--- src/logic/acs_pkg.sv ---
/*
 * Shared constants and types of the conversion slot sequencer.
 * Assumes a 10 MHz core clock and an analog front end that returns one
 * modulator bit per converter tick.
 */
package acs_pkg;

	// --------------------------------------------------------------
	// slots and register layout
	// --------------------------------------------------------------
	localparam int SLOT_COUNT    = 8;
	localparam int SLOT_IDX_W    = 3;
	localparam int CTRL_W        = 8;
	localparam int RESULT_W      = 16;
	localparam int MAG_W         = 15;
	localparam int SIGN_BIT      = 15;
	localparam int EN_BIT        = 7;
	localparam int RES_MSB       = 6;
	localparam int RES_LSB       = 4;
	localparam int REF_BIT       = 3;
	localparam int SRC_MSB       = 2;
	localparam int SRC_LSB       = 0;
	localparam int SRC_W         = 3;
	localparam int RES_W         = 3;
	localparam int RES_BASE_BITS = 8;
	localparam int RD_ADDR_W     = 4;
	localparam int RD_SEL_BIT    = 3;
	localparam logic [RES_W-1:0] RES_CODE_MAX = 3'h7;

	localparam logic [CTRL_W-1:0]   CTRL_RESET   = 8'h00;
	localparam logic [RESULT_W-1:0] RESULT_RESET = 16'h0000;

	// --------------------------------------------------------------
	// source select codes
	// --------------------------------------------------------------
	localparam logic [SRC_W-1:0] SRC_CURRENT  = 3'h0;
	localparam logic [SRC_W-1:0] SRC_DIE_TEMP = 3'h1;
	localparam logic [SRC_W-1:0] SRC_THERM    = 3'h2;
	localparam logic [SRC_W-1:0] SRC_PACK_V   = 3'h3;
	localparam logic [SRC_W-1:0] SRC_RESERVED = 3'h4;
	localparam logic [SRC_W-1:0] SRC_GP_INPUT = 3'h5;
	localparam logic [SRC_W-1:0] SRC_OFFSET   = 3'h6;
	localparam logic [SRC_W-1:0] SRC_UNUSED   = 3'h7;

	// --------------------------------------------------------------
	// slot roles
	// --------------------------------------------------------------
	localparam logic [SLOT_IDX_W-1:0] SLOT_CURRENT  = 3'h0;
	localparam logic [SLOT_IDX_W-1:0] SLOT_DIE_TEMP = 3'h1;
	localparam logic [SLOT_IDX_W-1:0] SLOT_THERM    = 3'h2;
	localparam logic [SLOT_IDX_W-1:0] SLOT_PACK_V   = 3'h3;
	localparam logic [SLOT_IDX_W-1:0] SLOT_RESERVED = 3'h4;
	localparam logic [SLOT_IDX_W-1:0] SLOT_GP_INPUT = 3'h5;
	localparam logic [SLOT_IDX_W-1:0] SLOT_OFFSET   = 3'h6;
	localparam logic [SLOT_IDX_W-1:0] SLOT_SPARE    = 3'h7;
	localparam logic [SLOT_IDX_W-1:0] SLOT_FIRST    = SLOT_CURRENT;
	localparam logic [SLOT_IDX_W-1:0] SLOT_LAST     = SLOT_SPARE;

	// --------------------------------------------------------------
	// timing
	// --------------------------------------------------------------
	localparam int CLK_PERIOD_PS   = 100000;
	// one converter tick; the divided count rounds down to whole clocks
	localparam int TADC_UNIT_PS    = 30520000;
	localparam int TICK_CYCLES_DEF = TADC_UNIT_PS / CLK_PERIOD_PS;
	localparam int DIV_W           = 9;
	localparam int TICK_CNT_W      = 17;
	localparam int TICK_EXP_OFFS   = RES_BASE_BITS + 1;
	localparam int ACC_W           = 18;

	// --------------------------------------------------------------
	// types
	// --------------------------------------------------------------
	typedef enum logic [3:0] {
		ST_IDLE  = 4'h1,
		ST_SCAN  = 4'h2,
		ST_CONV  = 4'h4,
		ST_STORE = 4'h8
	} acs_state_type;

	typedef struct packed {
		acs_state_type                            st;
		logic [SLOT_IDX_W-1:0]                    slot;
		logic [CTRL_W-1:0]                        cur_ctrl;
		logic [DIV_W-1:0]                         div;
		logic [TICK_CNT_W-1:0]                    ticks;
		logic [SLOT_COUNT-1:0][CTRL_W-1:0]        ctrl;
		logic [SLOT_COUNT-1:0][RESULT_W-1:0]      result;
		logic [2:0]                               sync;
		logic                                     mod_bit;
		logic [SRC_W-1:0]                         mux;
		logic                                     ref_se;
		logic                                     gnd;
		logic                                     ntc_on;
		logic                                     conv;
		logic                                     done;
		logic [RESULT_W-1:0]                      rd_data;
	} acs_core_type;

	typedef struct packed {
		logic signed [ACC_W-1:0] acc;
	} acs_integ_type;

endpackage

--- src/logic/acs_integ_if.sv ---
/*
 * Link between the sequencer and its up/down integrator.
 * Assumes both ends run on the same clock.
 */
`timescale 1ns/1ps
interface acs_integ_if;
	logic                                clear;
	logic                                step;
	logic                                bit_in;
	logic signed [acs_pkg::ACC_W-1:0]    acc;

	modport ctl (output clear, output step, output bit_in, input acc);
	modport core (input clear, input step, input bit_in, output acc);
endinterface

--- src/logic/acs_integrator.sv ---
/*
 * Up/down integrator of the modulator bit stream.
 * Assumes step is a one-cycle pulse per converter tick and clear has priority.
 */
`timescale 1ns/1ps
module acs_integrator (
	// clock and reset
	input  wire logic   clk,
	input  wire logic   rst_n,
	// sequencer side
	acs_integ_if.core   io
);
	import acs_pkg::*;

	localparam logic signed [ACC_W-1:0] ACC_UP   = 18'sh00001;
	localparam logic signed [ACC_W-1:0] ACC_DOWN = -18'sh00001;

	acs_integ_type q;
	acs_integ_type d;

	// --------------------------------------------------------------
	// next state
	// --------------------------------------------------------------
	always_comb begin
		d = q;
		if (io.clear) begin
			d.acc = '0;
		end else if (io.step) begin
			d.acc = q.acc + (io.bit_in ? ACC_UP : ACC_DOWN);
		end
	end

	always_ff @(posedge clk or negedge rst_n) begin
		if (!rst_n) begin
			q <= '0;
		end else begin
			q <= d;
		end
	end

	assign io.acc = q.acc;

endmodule

--- src/logic/acs_sequencer.sv ---
/*
 * Conversion slot sequencer: eight control slots, eight result words,
 * tick time base and result coding for a sigma-delta converter.
 * Assumes the two-wire host port sits outside and drives the register port;
 * the analog front end returns one modulator bit per tick, asynchronously.
 */
`timescale 1ns/1ps

// Summary of operation
// - while enabled, run conversion cycles of one to eight slots back to back
// - visit slots in index order, converting as each slot's fields say
// - enabled slot converts unless its source is 111; disabled or 111-source slot skipped at once to the next
// - each slot's outcome goes into its own 16-bit result word
// - 3-bit source field picks one of seven converter inputs
// - offset source grounds the converter input for the whole conversion
// - slot roles fixed: current, die temp, thermistor, pack, reserved, input, offset, spare
// - accumulation reads fixed result words, not programmable ones
// - 3-bit resolution field sets eight to fifteen magnitude bits
// - conversion with N bits lasts 30.52 us times two to N plus one
// - reference bit: differential 170mV or single-ended 340mV
// - results are sign in bit 15, magnitude in bits 14 to 0
// - fewer than fifteen bits: magnitude left-aligned, low bits zero
// - timing derives from the internal 131.072kHz time base, no crystal
// - slot byte: enable 7, resolution 6-4, reference 3, source 2-0
// - resolution is code plus eight bits
// - source 000 sense resistor, 011 pack voltage
module acs_sequencer #(
	parameter int unsigned TICK_CYCLES = acs_pkg::TICK_CYCLES_DEF
) (
	// clock and reset
	input  wire logic                               clk,
	input  wire logic                               rst_n,
	// control
	input  wire logic                               conv_enable,
	output logic                                    cycle_done,
	// register port
	input  wire logic                               ctrl_wr_en,
	input  wire logic [acs_pkg::SLOT_IDX_W-1:0]     ctrl_wr_slot,
	input  wire logic [acs_pkg::CTRL_W-1:0]         ctrl_wr_data,
	input  wire logic [acs_pkg::RD_ADDR_W-1:0]      reg_rd_addr,
	output logic [acs_pkg::RESULT_W-1:0]            reg_rd_data,
	// analog front end
	input  wire logic                               modulator_bit,
	output logic [acs_pkg::SRC_W-1:0]               mux_select,
	output logic                                    ref_single_ended,
	output logic                                    input_grounded,
	output logic                                    thermistor_source_on,
	output logic                                    converting,
	output logic [acs_pkg::SLOT_IDX_W-1:0]          active_slot,
	// fixed result words for accumulators and timers
	output logic [acs_pkg::RESULT_W-1:0]            pack_current_result,
	output logic [acs_pkg::RESULT_W-1:0]            die_temperature_result,
	output logic [acs_pkg::RESULT_W-1:0]            thermistor_result,
	output logic [acs_pkg::RESULT_W-1:0]            pack_voltage_result,
	output logic [acs_pkg::RESULT_W-1:0]            general_input_result,
	output logic [acs_pkg::RESULT_W-1:0]            offset_result,
	output logic [acs_pkg::RESULT_W-1:0]            spare_slot_result
);
	import acs_pkg::*;

	localparam logic [DIV_W-1:0]      DIV_LAST  = DIV_W'(TICK_CYCLES - 1);
	localparam logic [4:0]            EXP_OFFS  = 5'(TICK_EXP_OFFS);
	localparam logic [3:0]            RES_BASE  = 4'(RES_BASE_BITS);
	localparam acs_core_type          CORE_RST  = '{st: ST_IDLE, default: '0};

	acs_core_type q;
	acs_core_type d;

	acs_integ_if integ ();

	// --------------------------------------------------------------
	// slot decode and result coding
	// --------------------------------------------------------------
	logic [CTRL_W-1:0]         slot_ctrl;
	logic [SRC_W-1:0]          slot_src;
	logic                      slot_go;
	logic [RES_W-1:0]          cur_res;
	logic [SRC_W-1:0]          cur_src;
	logic [TICK_CNT_W-1:0]     total_ticks;
	logic                      tick;
	logic                      acc_neg;
	logic [TICK_CNT_W-1:0]     acc_mag;
	logic [MAG_W:0]            half_mag;
	logic [MAG_W:0]            mag_limit;
	logic [MAG_W:0]            mag_clamped;
	logic [RES_W-1:0]          pad_shift;
	logic [MAG_W-1:0]          mag_aligned;
	logic [MAG_W-1:0]          pad_mask;
	logic [RESULT_W-1:0]       result_word;

	always_comb begin
		slot_ctrl   = q.ctrl[q.slot];
		slot_src    = slot_ctrl[SRC_MSB:SRC_LSB];
		// unused source code behaves like a cleared enable
		slot_go     = slot_ctrl[EN_BIT] && (slot_src != SRC_UNUSED);
		cur_res     = q.cur_ctrl[RES_MSB:RES_LSB];
		cur_src     = q.cur_ctrl[SRC_MSB:SRC_LSB];
		// ticks per conversion: two to the (code plus nine)
		total_ticks = TICK_CNT_W'(1) << (5'(cur_res) + EXP_OFFS);
		// tick stands in for the converter clock of the trimmed time base
		tick        = (q.st == ST_CONV) && (q.div == DIV_LAST);
		acc_neg     = integ.acc < 0;
		acc_mag     = acc_neg ? TICK_CNT_W'(-integ.acc) : TICK_CNT_W'(integ.acc);
		half_mag    = acc_mag[TICK_CNT_W-1:1];
		// full-scale input would read one past the top code
		mag_limit   = ((MAG_W+1)'(1) << (4'(cur_res) + RES_BASE)) - (MAG_W+1)'(1);
		mag_clamped = (half_mag > mag_limit) ? mag_limit : half_mag;
		pad_shift   = RES_CODE_MAX - cur_res;
		mag_aligned = MAG_W'(mag_clamped << pad_shift);
		pad_mask    = MAG_W'(((MAG_W+1)'(1) << pad_shift) - (MAG_W+1)'(1));
		// no negative zero
		result_word = {acc_neg && (mag_aligned != '0), mag_aligned};
	end

	assign integ.clear  = (q.st == ST_SCAN) && conv_enable && slot_go;
	assign integ.step   = tick;
	assign integ.bit_in = q.mod_bit;

	acs_integrator u_integ (
		.clk   (clk),
		.rst_n (rst_n),
		.io    (integ)
	);

	// --------------------------------------------------------------
	// next state
	// --------------------------------------------------------------
	always_comb begin
		d      = q;
		d.done = 1'b0;

		// sync[0] is read only by sync[1]
		d.sync = {q.sync[1:0], modulator_bit};
		if (q.sync[1] == q.sync[2]) begin
			d.mod_bit = q.sync[2];
		end

		if (ctrl_wr_en) begin
			d.ctrl[ctrl_wr_slot] = ctrl_wr_data;
		end

		if (reg_rd_addr[RD_SEL_BIT]) begin
			d.rd_data = q.result[reg_rd_addr[SLOT_IDX_W-1:0]];
		end else begin
			d.rd_data = {{(RESULT_W-CTRL_W){1'b0}}, q.ctrl[reg_rd_addr[SLOT_IDX_W-1:0]]};
		end

		unique case (q.st)
			ST_IDLE: begin
				if (conv_enable) begin
					d.st   = ST_SCAN;
					d.slot = SLOT_FIRST;
				end
			end
			ST_SCAN: begin
				if (!conv_enable) begin
					d.st = ST_IDLE;
				end else if (slot_go) begin
					// fields frozen so host writes cannot disturb a running conversion
					d.cur_ctrl = slot_ctrl;
					d.mux      = slot_src;
					d.ref_se   = slot_ctrl[REF_BIT];
					d.gnd      = (slot_src == SRC_OFFSET);
					d.ntc_on   = (slot_src == SRC_THERM);
					d.conv     = 1'b1;
					d.div      = '0;
					d.ticks    = '0;
					d.st       = ST_CONV;
				end else begin
					d.done = (q.slot == SLOT_LAST);
					d.slot = SLOT_IDX_W'(q.slot + 3'h1);
				end
			end
			ST_CONV: begin
				if (!conv_enable) begin
					// aborted conversion leaves the old result in place
					d.st     = ST_IDLE;
					d.conv   = 1'b0;
					d.gnd    = 1'b0;
					d.ntc_on = 1'b0;
				end else if (tick) begin
					d.div   = '0;
					d.ticks = TICK_CNT_W'(q.ticks + 17'h00001);
					if (d.ticks == total_ticks) begin
						d.st = ST_STORE;
					end
				end else begin
					d.div = DIV_W'(q.div + 9'h001);
				end
			end
			ST_STORE: begin
				d.result[q.slot] = result_word;
				d.conv           = 1'b0;
				d.gnd            = 1'b0;
				d.ntc_on         = 1'b0;
				d.done           = (q.slot == SLOT_LAST);
				d.slot           = SLOT_IDX_W'(q.slot + 3'h1);
				d.st             = ST_SCAN;
			end
			default: begin
				d.st = ST_IDLE;
			end
		endcase
	end

	always_ff @(posedge clk or negedge rst_n) begin
		if (!rst_n) begin
			q <= CORE_RST;
		end else begin
			q <= d;
		end
	end

	// --------------------------------------------------------------
	// outputs
	// --------------------------------------------------------------
	assign cycle_done           = q.done;
	assign reg_rd_data          = q.rd_data;
	assign mux_select           = q.mux;
	assign ref_single_ended     = q.ref_se;
	assign input_grounded       = q.gnd;
	assign thermistor_source_on = q.ntc_on;
	assign converting           = q.conv;
	assign active_slot          = q.slot;

	// accumulators see fixed words by slot role
	assign pack_current_result    = q.result[SLOT_CURRENT];
	assign die_temperature_result = q.result[SLOT_DIE_TEMP];
	assign thermistor_result      = q.result[SLOT_THERM];
	assign pack_voltage_result    = q.result[SLOT_PACK_V];
	assign general_input_result   = q.result[SLOT_GP_INPUT];
	assign offset_result          = q.result[SLOT_OFFSET];
	assign spare_slot_result      = q.result[SLOT_SPARE];
endmodule

--- config.mk ---
export PLATFORM = sky130hd
export DESIGN_NAME = acs_sequencer
export DESIGN_NICKNAME = d
export VERILOG_FILES = /design/src/logic/acs_pkg.sv /design/src/logic/acs_integ_if.sv /design/src/logic/acs_integrator.sv /design/src/logic/acs_sequencer.sv
export SDC_FILE = /design/constraint.sdc
export NUM_CORES = 1
export LEC_CHECK = 0
export ABC_AREA = 1
export BUFFER_PORTS_ARGS = -buffer_cell sky130_fd_sc_hd__buf_4
export CAP_MARGIN = 20
export CORE_MARGIN = 2
export CORE_UTILIZATION = 54
export DETAILED_ROUTE_END_ITERATION = 10
export HOLD_SLACK_MARGIN = 0.15
export PLACE_DENSITY = 0.76
export REMOVE_ABC_BUFFERS = 1
export SLEW_MARGIN = 10
export SYNTH_ARGS = -nofsm -noshare
export SYNTH_HDL_FRONTEND = slang
export SYNTH_SLANG_ARGS = --single-unit
--- constraint.sdc ---
create_clock -name clk -period 3.78 [get_ports clk]
set_input_delay 0.756 -clock clk [delete_from_list [all_inputs] [get_ports clk]]
set_output_delay 0.756 -clock clk [all_outputs]
set_load 0.03 [all_outputs]
# Word level (Yosys, flattened, before mapping)
# Index checks and enable logic that the tools add are counted.
[totals] ff_bits=279 out_inout_bits=139 wordCells=128
[classes] n_addsub=9 order_cmp=7 n_eq_ne=21 n_shift=3 muxes=39 reduce_logical=18
[ops] operator="$bwmux W128" n=1
[ops] operator="$bwmux W64" n=1
[ops] operator="$mux W16" n=4
[ops] operator="$mux W18" n=3
[ops] operator="$pmux W26 S2" n=1
[ops] operator="$bmux W16 S3" n=1
[ops] operator="$bmux W8 S3" n=2
[ops] operator="$demux W16 S3" n=1
[ops] operator="$mux W37" n=1
[ops] operator="$mux W17" n=2
[ops] operator="$mux W34" n=1
[ops] operator="$mux W26" n=1
[ops] operator="$demux W8 S3" n=1
[ops] operator="$mux W4" n=6
[ops] operator="$mux W8" n=3
[ops] operator="$add A18 B18 Y18" n=1
[ops] operator="$lt A18 B1 Y1 const B" n=1
[ops] operator="$pmux W3 S3" n=2
[ops] operator="$add A17 B1 Y17 const B" n=1
[ops] operator="$eq A17 B17 Y1" n=1
[ops] operator="$neg A17 Y17" n=1
[ops] operator="$shl A1 B5 Y17 const A" n=1
[ops] operator="$gt A16 B16 Y1" n=1
[ops] operator="$pmux W4 S4" n=1
[ops] operator="33 further kinds" n=58

# Depth between registers and ports, before layout
[depth] depth_word=9 ltp_mapped=31 ltp_nobuf=31

# By module
# Synthesis repeated with hierarchy kept, for this count alone.
[hier_totals] hier_cells=2118 area_unflattened_um2=16075.4
[modules_own_cells] mod="acs_sequencer" instances=1 cells_per_inst=1875 area_per_inst_um2=14437.6
[modules_own_cells] mod="acs_integrator" instances=1 cells_per_inst=243 area_per_inst_um2=1637.8

# Worst setup path before layout
# No wires, ideal clock.
[synth_timing] path_kind="register -> register" startpoint="register q (netlist bit cur_res[2])" endpoint="register q (netlist bit die_temperature_result[15])" setup_ps=117 arrival_time_ps=3421 required_time_ps=3663 path_slack_ps=242 path_stages_with_launch=25 path_buffers=3 period_less_slack_ps=3538 path_cell_list="dfrtp_1 -> clkbuf_1 -> inv_1 -> buf_2 -> ha_1 -> or2_2 -> nand2_1 -> inv_1 -> ha_1 -> nand2_1 -> o21ai_0 -> nand2_1 -> o211ai_1 -> nand2_4 -> buf_8 -> nand2_2 -> nand3_1 -> nand3_2 -> nand2_2 -> nor2_4 -> nand3_4 -> nor2_4 -> nand2_4 -> nand3_2 -> nand2_1"
[synth_between] elab_chain_len=9 word_cells_on_any_way=10 classes_between="add/sub: 3; order compare: 1; shift: 2; mux: 2; reduce/logical: 2"
[synth_rtl] element="start, declared" line="acs_sequencer.sv:66" source="acs_core_type q;"
[synth_rtl] element="start signal, assigned" line="acs_sequencer.sv:208" source="q <= CORE_RST;"
[synth_rtl] element="start signal, assigned" line="acs_sequencer.sv:210" source="q <= d;"
[synth_rtl] element="$add A3 B4 Y4" line="acs_sequencer.sv:106" source="mag_limit = ((MAG_W+1)'(1) << (4'(cur_res) + RES_BASE)) - (MAG_W+1)'(1);"
[synth_rtl] element="$shl A1 B4 Y16" line="acs_sequencer.sv:106"
[synth_rtl] element="$sub A16 B2 Y16" line="acs_sequencer.sv:106"
[synth_rtl] element="$gt A16 B16 Y1" line="acs_sequencer.sv:107" source="mag_clamped = (half_mag > mag_limit) ? mag_limit : half_mag;"
[synth_rtl] element="$mux W16" line="acs_sequencer.sv:107"
[synth_rtl] element="$shl A16 B3 Y15 (*)" line="acs_sequencer.sv:109" source="mag_aligned = MAG_W'(mag_clamped << pad_shift);"
[synth_rtl] element="$reduce_bool A15 Y1 (*)" line="acs_sequencer.sv:112" source="result_word = {acc_neg && (mag_aligned != '0), mag_aligned};"
[synth_rtl] element="$logic_and A1 B1 Y1 (*)" line="acs_sequencer.sv:112"
[synth_rtl] element="$bwmux W128 (*)" line="acs_sequencer.sv:192" source="d.result[q.slot] = result_word;"
# Mark *: on every way between the ends. The rest lies on a longest branch, timed or not.
# A chain may end at the register's enable or synchronous reset.

# Worst setup path in the final report
[layout_timing] startpoint="register u_integ.q (netlist bit u_integ.io.acc[1])" endpoint="register q (netlist bit thermistor_result[15])"
[layout_between] elab_chain_len=8 word_cells_on_any_way=9 classes_between="add/sub: 1; order compare: 2; shift: 1; mux: 3; reduce/logical: 2"
[layout_rtl] element="start, declared" line="acs_integrator.sv:18" source="acs_integ_type q;"
[layout_rtl] element="start signal, assigned" line="acs_integrator.sv:35" source="q <= '0;"
[layout_rtl] element="start signal, assigned" line="acs_integrator.sv:37" source="q <= d;"
[layout_rtl] element="$neg A17 Y17 or $lt A18 B1 Y1 (tied branches)" line="acs_sequencer.sv:103, acs_sequencer.sv:102"
[layout_rtl] element="$mux W17" line="acs_sequencer.sv:103" source="acc_mag = acc_neg ? TICK_CNT_W'(-integ.acc) : TICK_CNT_W'(integ.acc);"
[layout_rtl] element="$gt A16 B16 Y1" line="acs_sequencer.sv:107"
[layout_rtl] element="$mux W16" line="acs_sequencer.sv:107"
[layout_rtl] element="$shl A16 B3 Y15" line="acs_sequencer.sv:109"
[layout_rtl] element="$reduce_bool A15 Y1" line="acs_sequencer.sv:112"
[layout_rtl] element="$logic_and A1 B1 Y1 (*)" line="acs_sequencer.sv:112"
[layout_rtl] element="$bwmux W128 (*)" line="acs_sequencer.sv:192"
# Marks and branches as above.

==> flow_summary.json <==
{
  "num-nets-final": 2132,
  "io_buffer_count": 158,
  "clkSlewWorstSetupHoldPaths_ns": 0.06,
  "grt_usage": 0.283,
  "htreeDepth": 1,
  "avgRoutedWirePerCell_um": 18.2,
  "diodes": 0,
  "start_util": 0.551,
  "ant_nets": 0,
  "slowest_delay_ns": 0.41,
  "cts_buffer_depth": 3,
  "grt_max_degree": 112,
  "leakage_nw": 8.73,
  "root_buffer": "clkbuf_16",
  "yosysUniqueCellTypes": 49,
  "violations": "design-rule violations",
  "fin_crit_ns": 3.74,
  "core_mm2": 0.0289,
  "worst_pin_slew_ns": 1.07,
  "ys_seq_area_frac": 0.432,
  "synth_edf_count": 0,
  "yosysWarnings": 0,
  "synthCells": 2056,
  "powerDensity_mw_per_mm2": 539,
  "routed_wl_mm": 45.2,
  "dieHeight_um": 176,
  "hpwl_mm": 28.8,
  "fmax_mhz": 268,
  "drt_iter0_markers": 1831,
  "maxCapViolCount": 0,
  "place_area_mm2": 0.0164,
  "synth_area_mm2": 0.0159,
  "crit_type": "reg2reg",
  "worst_setup_path_end_kind": "flip-flop",
  "die_w_um": 176,
  "critical_path_arrival_ns": 4.18,
  "drive_gt1_frac": 0.195,
  "ys_seq_elements": 274,
  "fillers": 2360,
  "cts.sinks": 274,
  "cp.buffers_inverters": 3,
  "cts_made_buffers": 30,
  "critical_path.max_fanout": 8,
  "grt_pass1_wl_mm": 70.8,
  "gp_congestion": 0.915,
  "first_global_vias": 13700,
  "io_pins": 159,
  "antenna_found_initial": 1,
  "hp-class": "in2async",
  "cp_slowest_cell": "dfrtp_1",
  "dieArea_mm2": 0.0308,
  "area_delta_synth_final_pct": 14.3,
  "ys.flop_type": "dfrtp_1",
  "cpMostUsedCell": "nor2_4",
  "irDropWorstVdd_mv": 0.391,
  "clock_skew_ns": 0.00974,
  "final_cell_area_mm2": 0.0182,
  "cp.required_ns": 4.22,
  "dr.pass1.iters": 9,
  "rows": 62,
  "avgSynthCellArea_um2": 7.73,
  "start_kind": "flip-flop",
  "clk_latency_ns": 0.56,
  "slew_violations": 0,
  "holdWs_ns": 0.165,
  "hold_violations": 0,
  "slew_headroom": 0.284,
  "vias": 14700,
  "grt-ovfl-total": 0,
  "setup-violations-final": 0,
  "cts_tree": "yes",
  "rsz0062_at_grt": "true",
  "viasPerCell": 5.90,
  "crit_family": "simple AND/OR/NAND/NOR gates",
  "status": "complete, but fails checks",
  "ys_async_sr_fraction": 1.00,
  "route.detailed.drc": 1,
  "finalPower_mw": 9.80,
  "finalCritPeriodShare": 0.988
}
## placed cells by master, fill, tap and decap left out, drive strengths merged, types with 3 or more instances in the layout
| master | netlist | final |
|---|---|---|
| a21oi | 69 | 69 |
| a31oi | 9 | 9 |
| buf | 157 | 214 |
| bufinv | 0 | 6 |
| clkbuf | 71 | 33 |
| clkinv | 0 | 12 |
| clkinvlp | 0 | 5 |
| dfrtp | 273 | 273 |
| ha | 33 | 33 |
| inv | 170 | 170 |
| mux2i | 3 | 3 |
| nand2 | 441 | 445 |
| nand3 | 115 | 115 |
| nand4 | 19 | 19 |
| nor2 | 187 | 187 |
| nor3 | 19 | 19 |
| nor4 | 4 | 4 |
| o2111ai | 4 | 4 |
| o211ai | 20 | 20 |
| o21ai | 366 | 366 |
| o221ai | 17 | 17 |
| o22ai | 34 | 34 |
| xnor2 | 7 | 7 |
| xor2 | 21 | 21 |
## sequential cells by signal, indices dropped and copies added (netlist names)
| name | cells |
|---|---|
| die_temperature_result | 16 |
| pack_voltage_result | 16 |
| cur_src | 3 |
| integ.bit_in | 1 |
| cur_res | 3 |
| input_grounded | 1 |
| thermistor_result | 16 |
| general_input_result | 16 |
| offset_result | 16 |
| reg_rd_data | 16 |
| active_slot | 3 |
| converting | 1 |
| thermistor_source_on | 1 |
| pack_current_result | 16 |
| spare_slot_result | 16 |
| u_integ.io.acc | 18 |
| q | 112 |
| cycle_done | 1 |
| d | 2 |
## stage by stage
step	utilization	TNS, ns	setup WS [ns]	std cells
2_1_floorplan	-	0	0.105	1828
3_3_place_gp	0.569	0	0.121	2402
3_5_place_dp	0.569	-1.04	-0.135	2402
4_1_cts	0.610	0	0.000587	2463
5_1_grt	0.630	-3.40	-0.233	2486
6_report	0.630	0	0.0441	2486
## cell usage after synthesis (2+ instances only)
| cell type | count | area share |
|---|---|---|
| o2111ai_1 | 4 | 0.0022 |
| dfrtp_1 | 273 | 0.43 |
| inv_1 | 158 | 0.037 |
| a21boi_0 | 2 | 0.00094 |
| nand3_1 | 105 | 0.033 |
| nor2_4 | 3 | 0.0021 |
| or2_2 | 2 | 0.00079 |
| nor2_1 | 178 | 0.042 |
| o22ai_1 | 34 | 0.013 |
| buf_8 | 2 | 0.0019 |
| a31oi_1 | 9 | 0.0035 |
| buf_1 | 3 | 0.00071 |
| nor2_2 | 6 | 0.0024 |
| nor3b_1 | 2 | 0.00094 |
| xnor2_1 | 7 | 0.0039 |
| nor3_2 | 2 | 0.0013 |
| o21ai_0 | 365 | 0.11 |
| nand4_1 | 19 | 0.0075 |
| nand3_2 | 9 | 0.0057 |
| xor2_1 | 21 | 0.012 |
| inv_2 | 11 | 0.0026 |
| nand2_1 | 418 | 0.099 |
| mux2i_1 | 3 | 0.0019 |
| nand2_4 | 4 | 0.0028 |
| o211ai_1 | 20 | 0.0094 |
| buf_2 | 13 | 0.0041 |
| buf_6 | 2 | 0.0014 |
| o221ai_1 | 17 | 0.0094 |
| a21oi_1 | 68 | 0.021 |
| ha_1 | 33 | 0.026 |
| nor3_1 | 17 | 0.0054 |
| o21a_1 | 2 | 0.00094 |
| nor4_1 | 4 | 0.0016 |
| buf_4 | 137 | 0.065 |
| clkbuf_1 | 71 | 0.017 |
| nand2_2 | 19 | 0.0075 |
## cell families after synthesis
kind of cell / Yosys count / share of synthesized area
and+or+nand+nor: 791 / 0.214
AOI/OAI and AO/OA: 527 / 0.180
buffers and inverters: 398 / 0.130
DFF: 274 / 0.432
adders and majority gates: 35 / 0.0279
xor gates and xnor gates: 28 / 0.0154
muxes: 3 / 0.00189
## report_power, final
| group | switching, mW | leakage (nW) | internal [mW] |
|---|---|---|---|
| Combinational | 2.13 | 4.53 | 1.01 |
| Sequential | 0.215 | 3.67 | 3.24 |
| Clock | 1.26 | 0.533 | 1.95 |
## worst reg2reg max path, delay by kind of cell, from the launching register on
family                     cells  cell delay [ns]
adders and majority gates      1             0.30
and+or+nand+nor               23             2.37
buffers and inverters          3             0.27
AOI/OAI and AO/OA              1             0.17
xor gates and xnor gates       1             0.11
DFF                            1             0.41
## what timing repair did
| action | 4_1_cts | 5_1_grt |
|---|---|---|
| gates resized for setup | 7 | 89 |
| setup buffers | 4 | 18 |
| endpoints found under the setup margin | 23 | 92 |
| hold buffers | 0 | 0 |
| cloned | 1 | 3 |
| endpoints found under the hold margin | 0 | 0 |
| pin swaps | 3 | 50 |
## worst paths after layout
| check | startpoint | endpoint | slack [ns] | cells after the start |
|---|---|---|---|---|
| setup / recovery | u_integ.io.acc[1] | thermistor_result[15] | 0.04 | 29 |
| setup reg to reg | u_integ.io.acc[1] | thermistor_result[15] | 0.04 | 29 |
| hold reg to reg | d[26] | d[27] | 0.38 | 0 |
| hold / removal | rst_n | die_temperature_result[14] | 0.16 | 1 |
| max in group asynchronous | rst_n | offset_result[10] | 2.67 | 2 |
| min in group clk | modulator_bit | d[26] | 0.30 | 1 |
## area by class of cell
type,count,area [um^2],area share
Timing Repair Buffer,214,1700,0.0935
Clock buffer,33,803,0.0442
Sequential cell,274,6860,0.378
Clock inverter,23,297,0.0163
Multi-Input combinational cell,1388,7390,0.407
Tap cell,384,480,0.0264
Inverter,170,641,0.0353
## metal layers
metal  up-vias  routed length, um  global-route usage
met3       144               3700              0.0457
li1       6771                  -                   -
met2       796              21000               0.451
met5         -                  8                   0
met1      6962              18900               0.390
met4         2               1590               0.111
(Power assumes the default switching activity.)
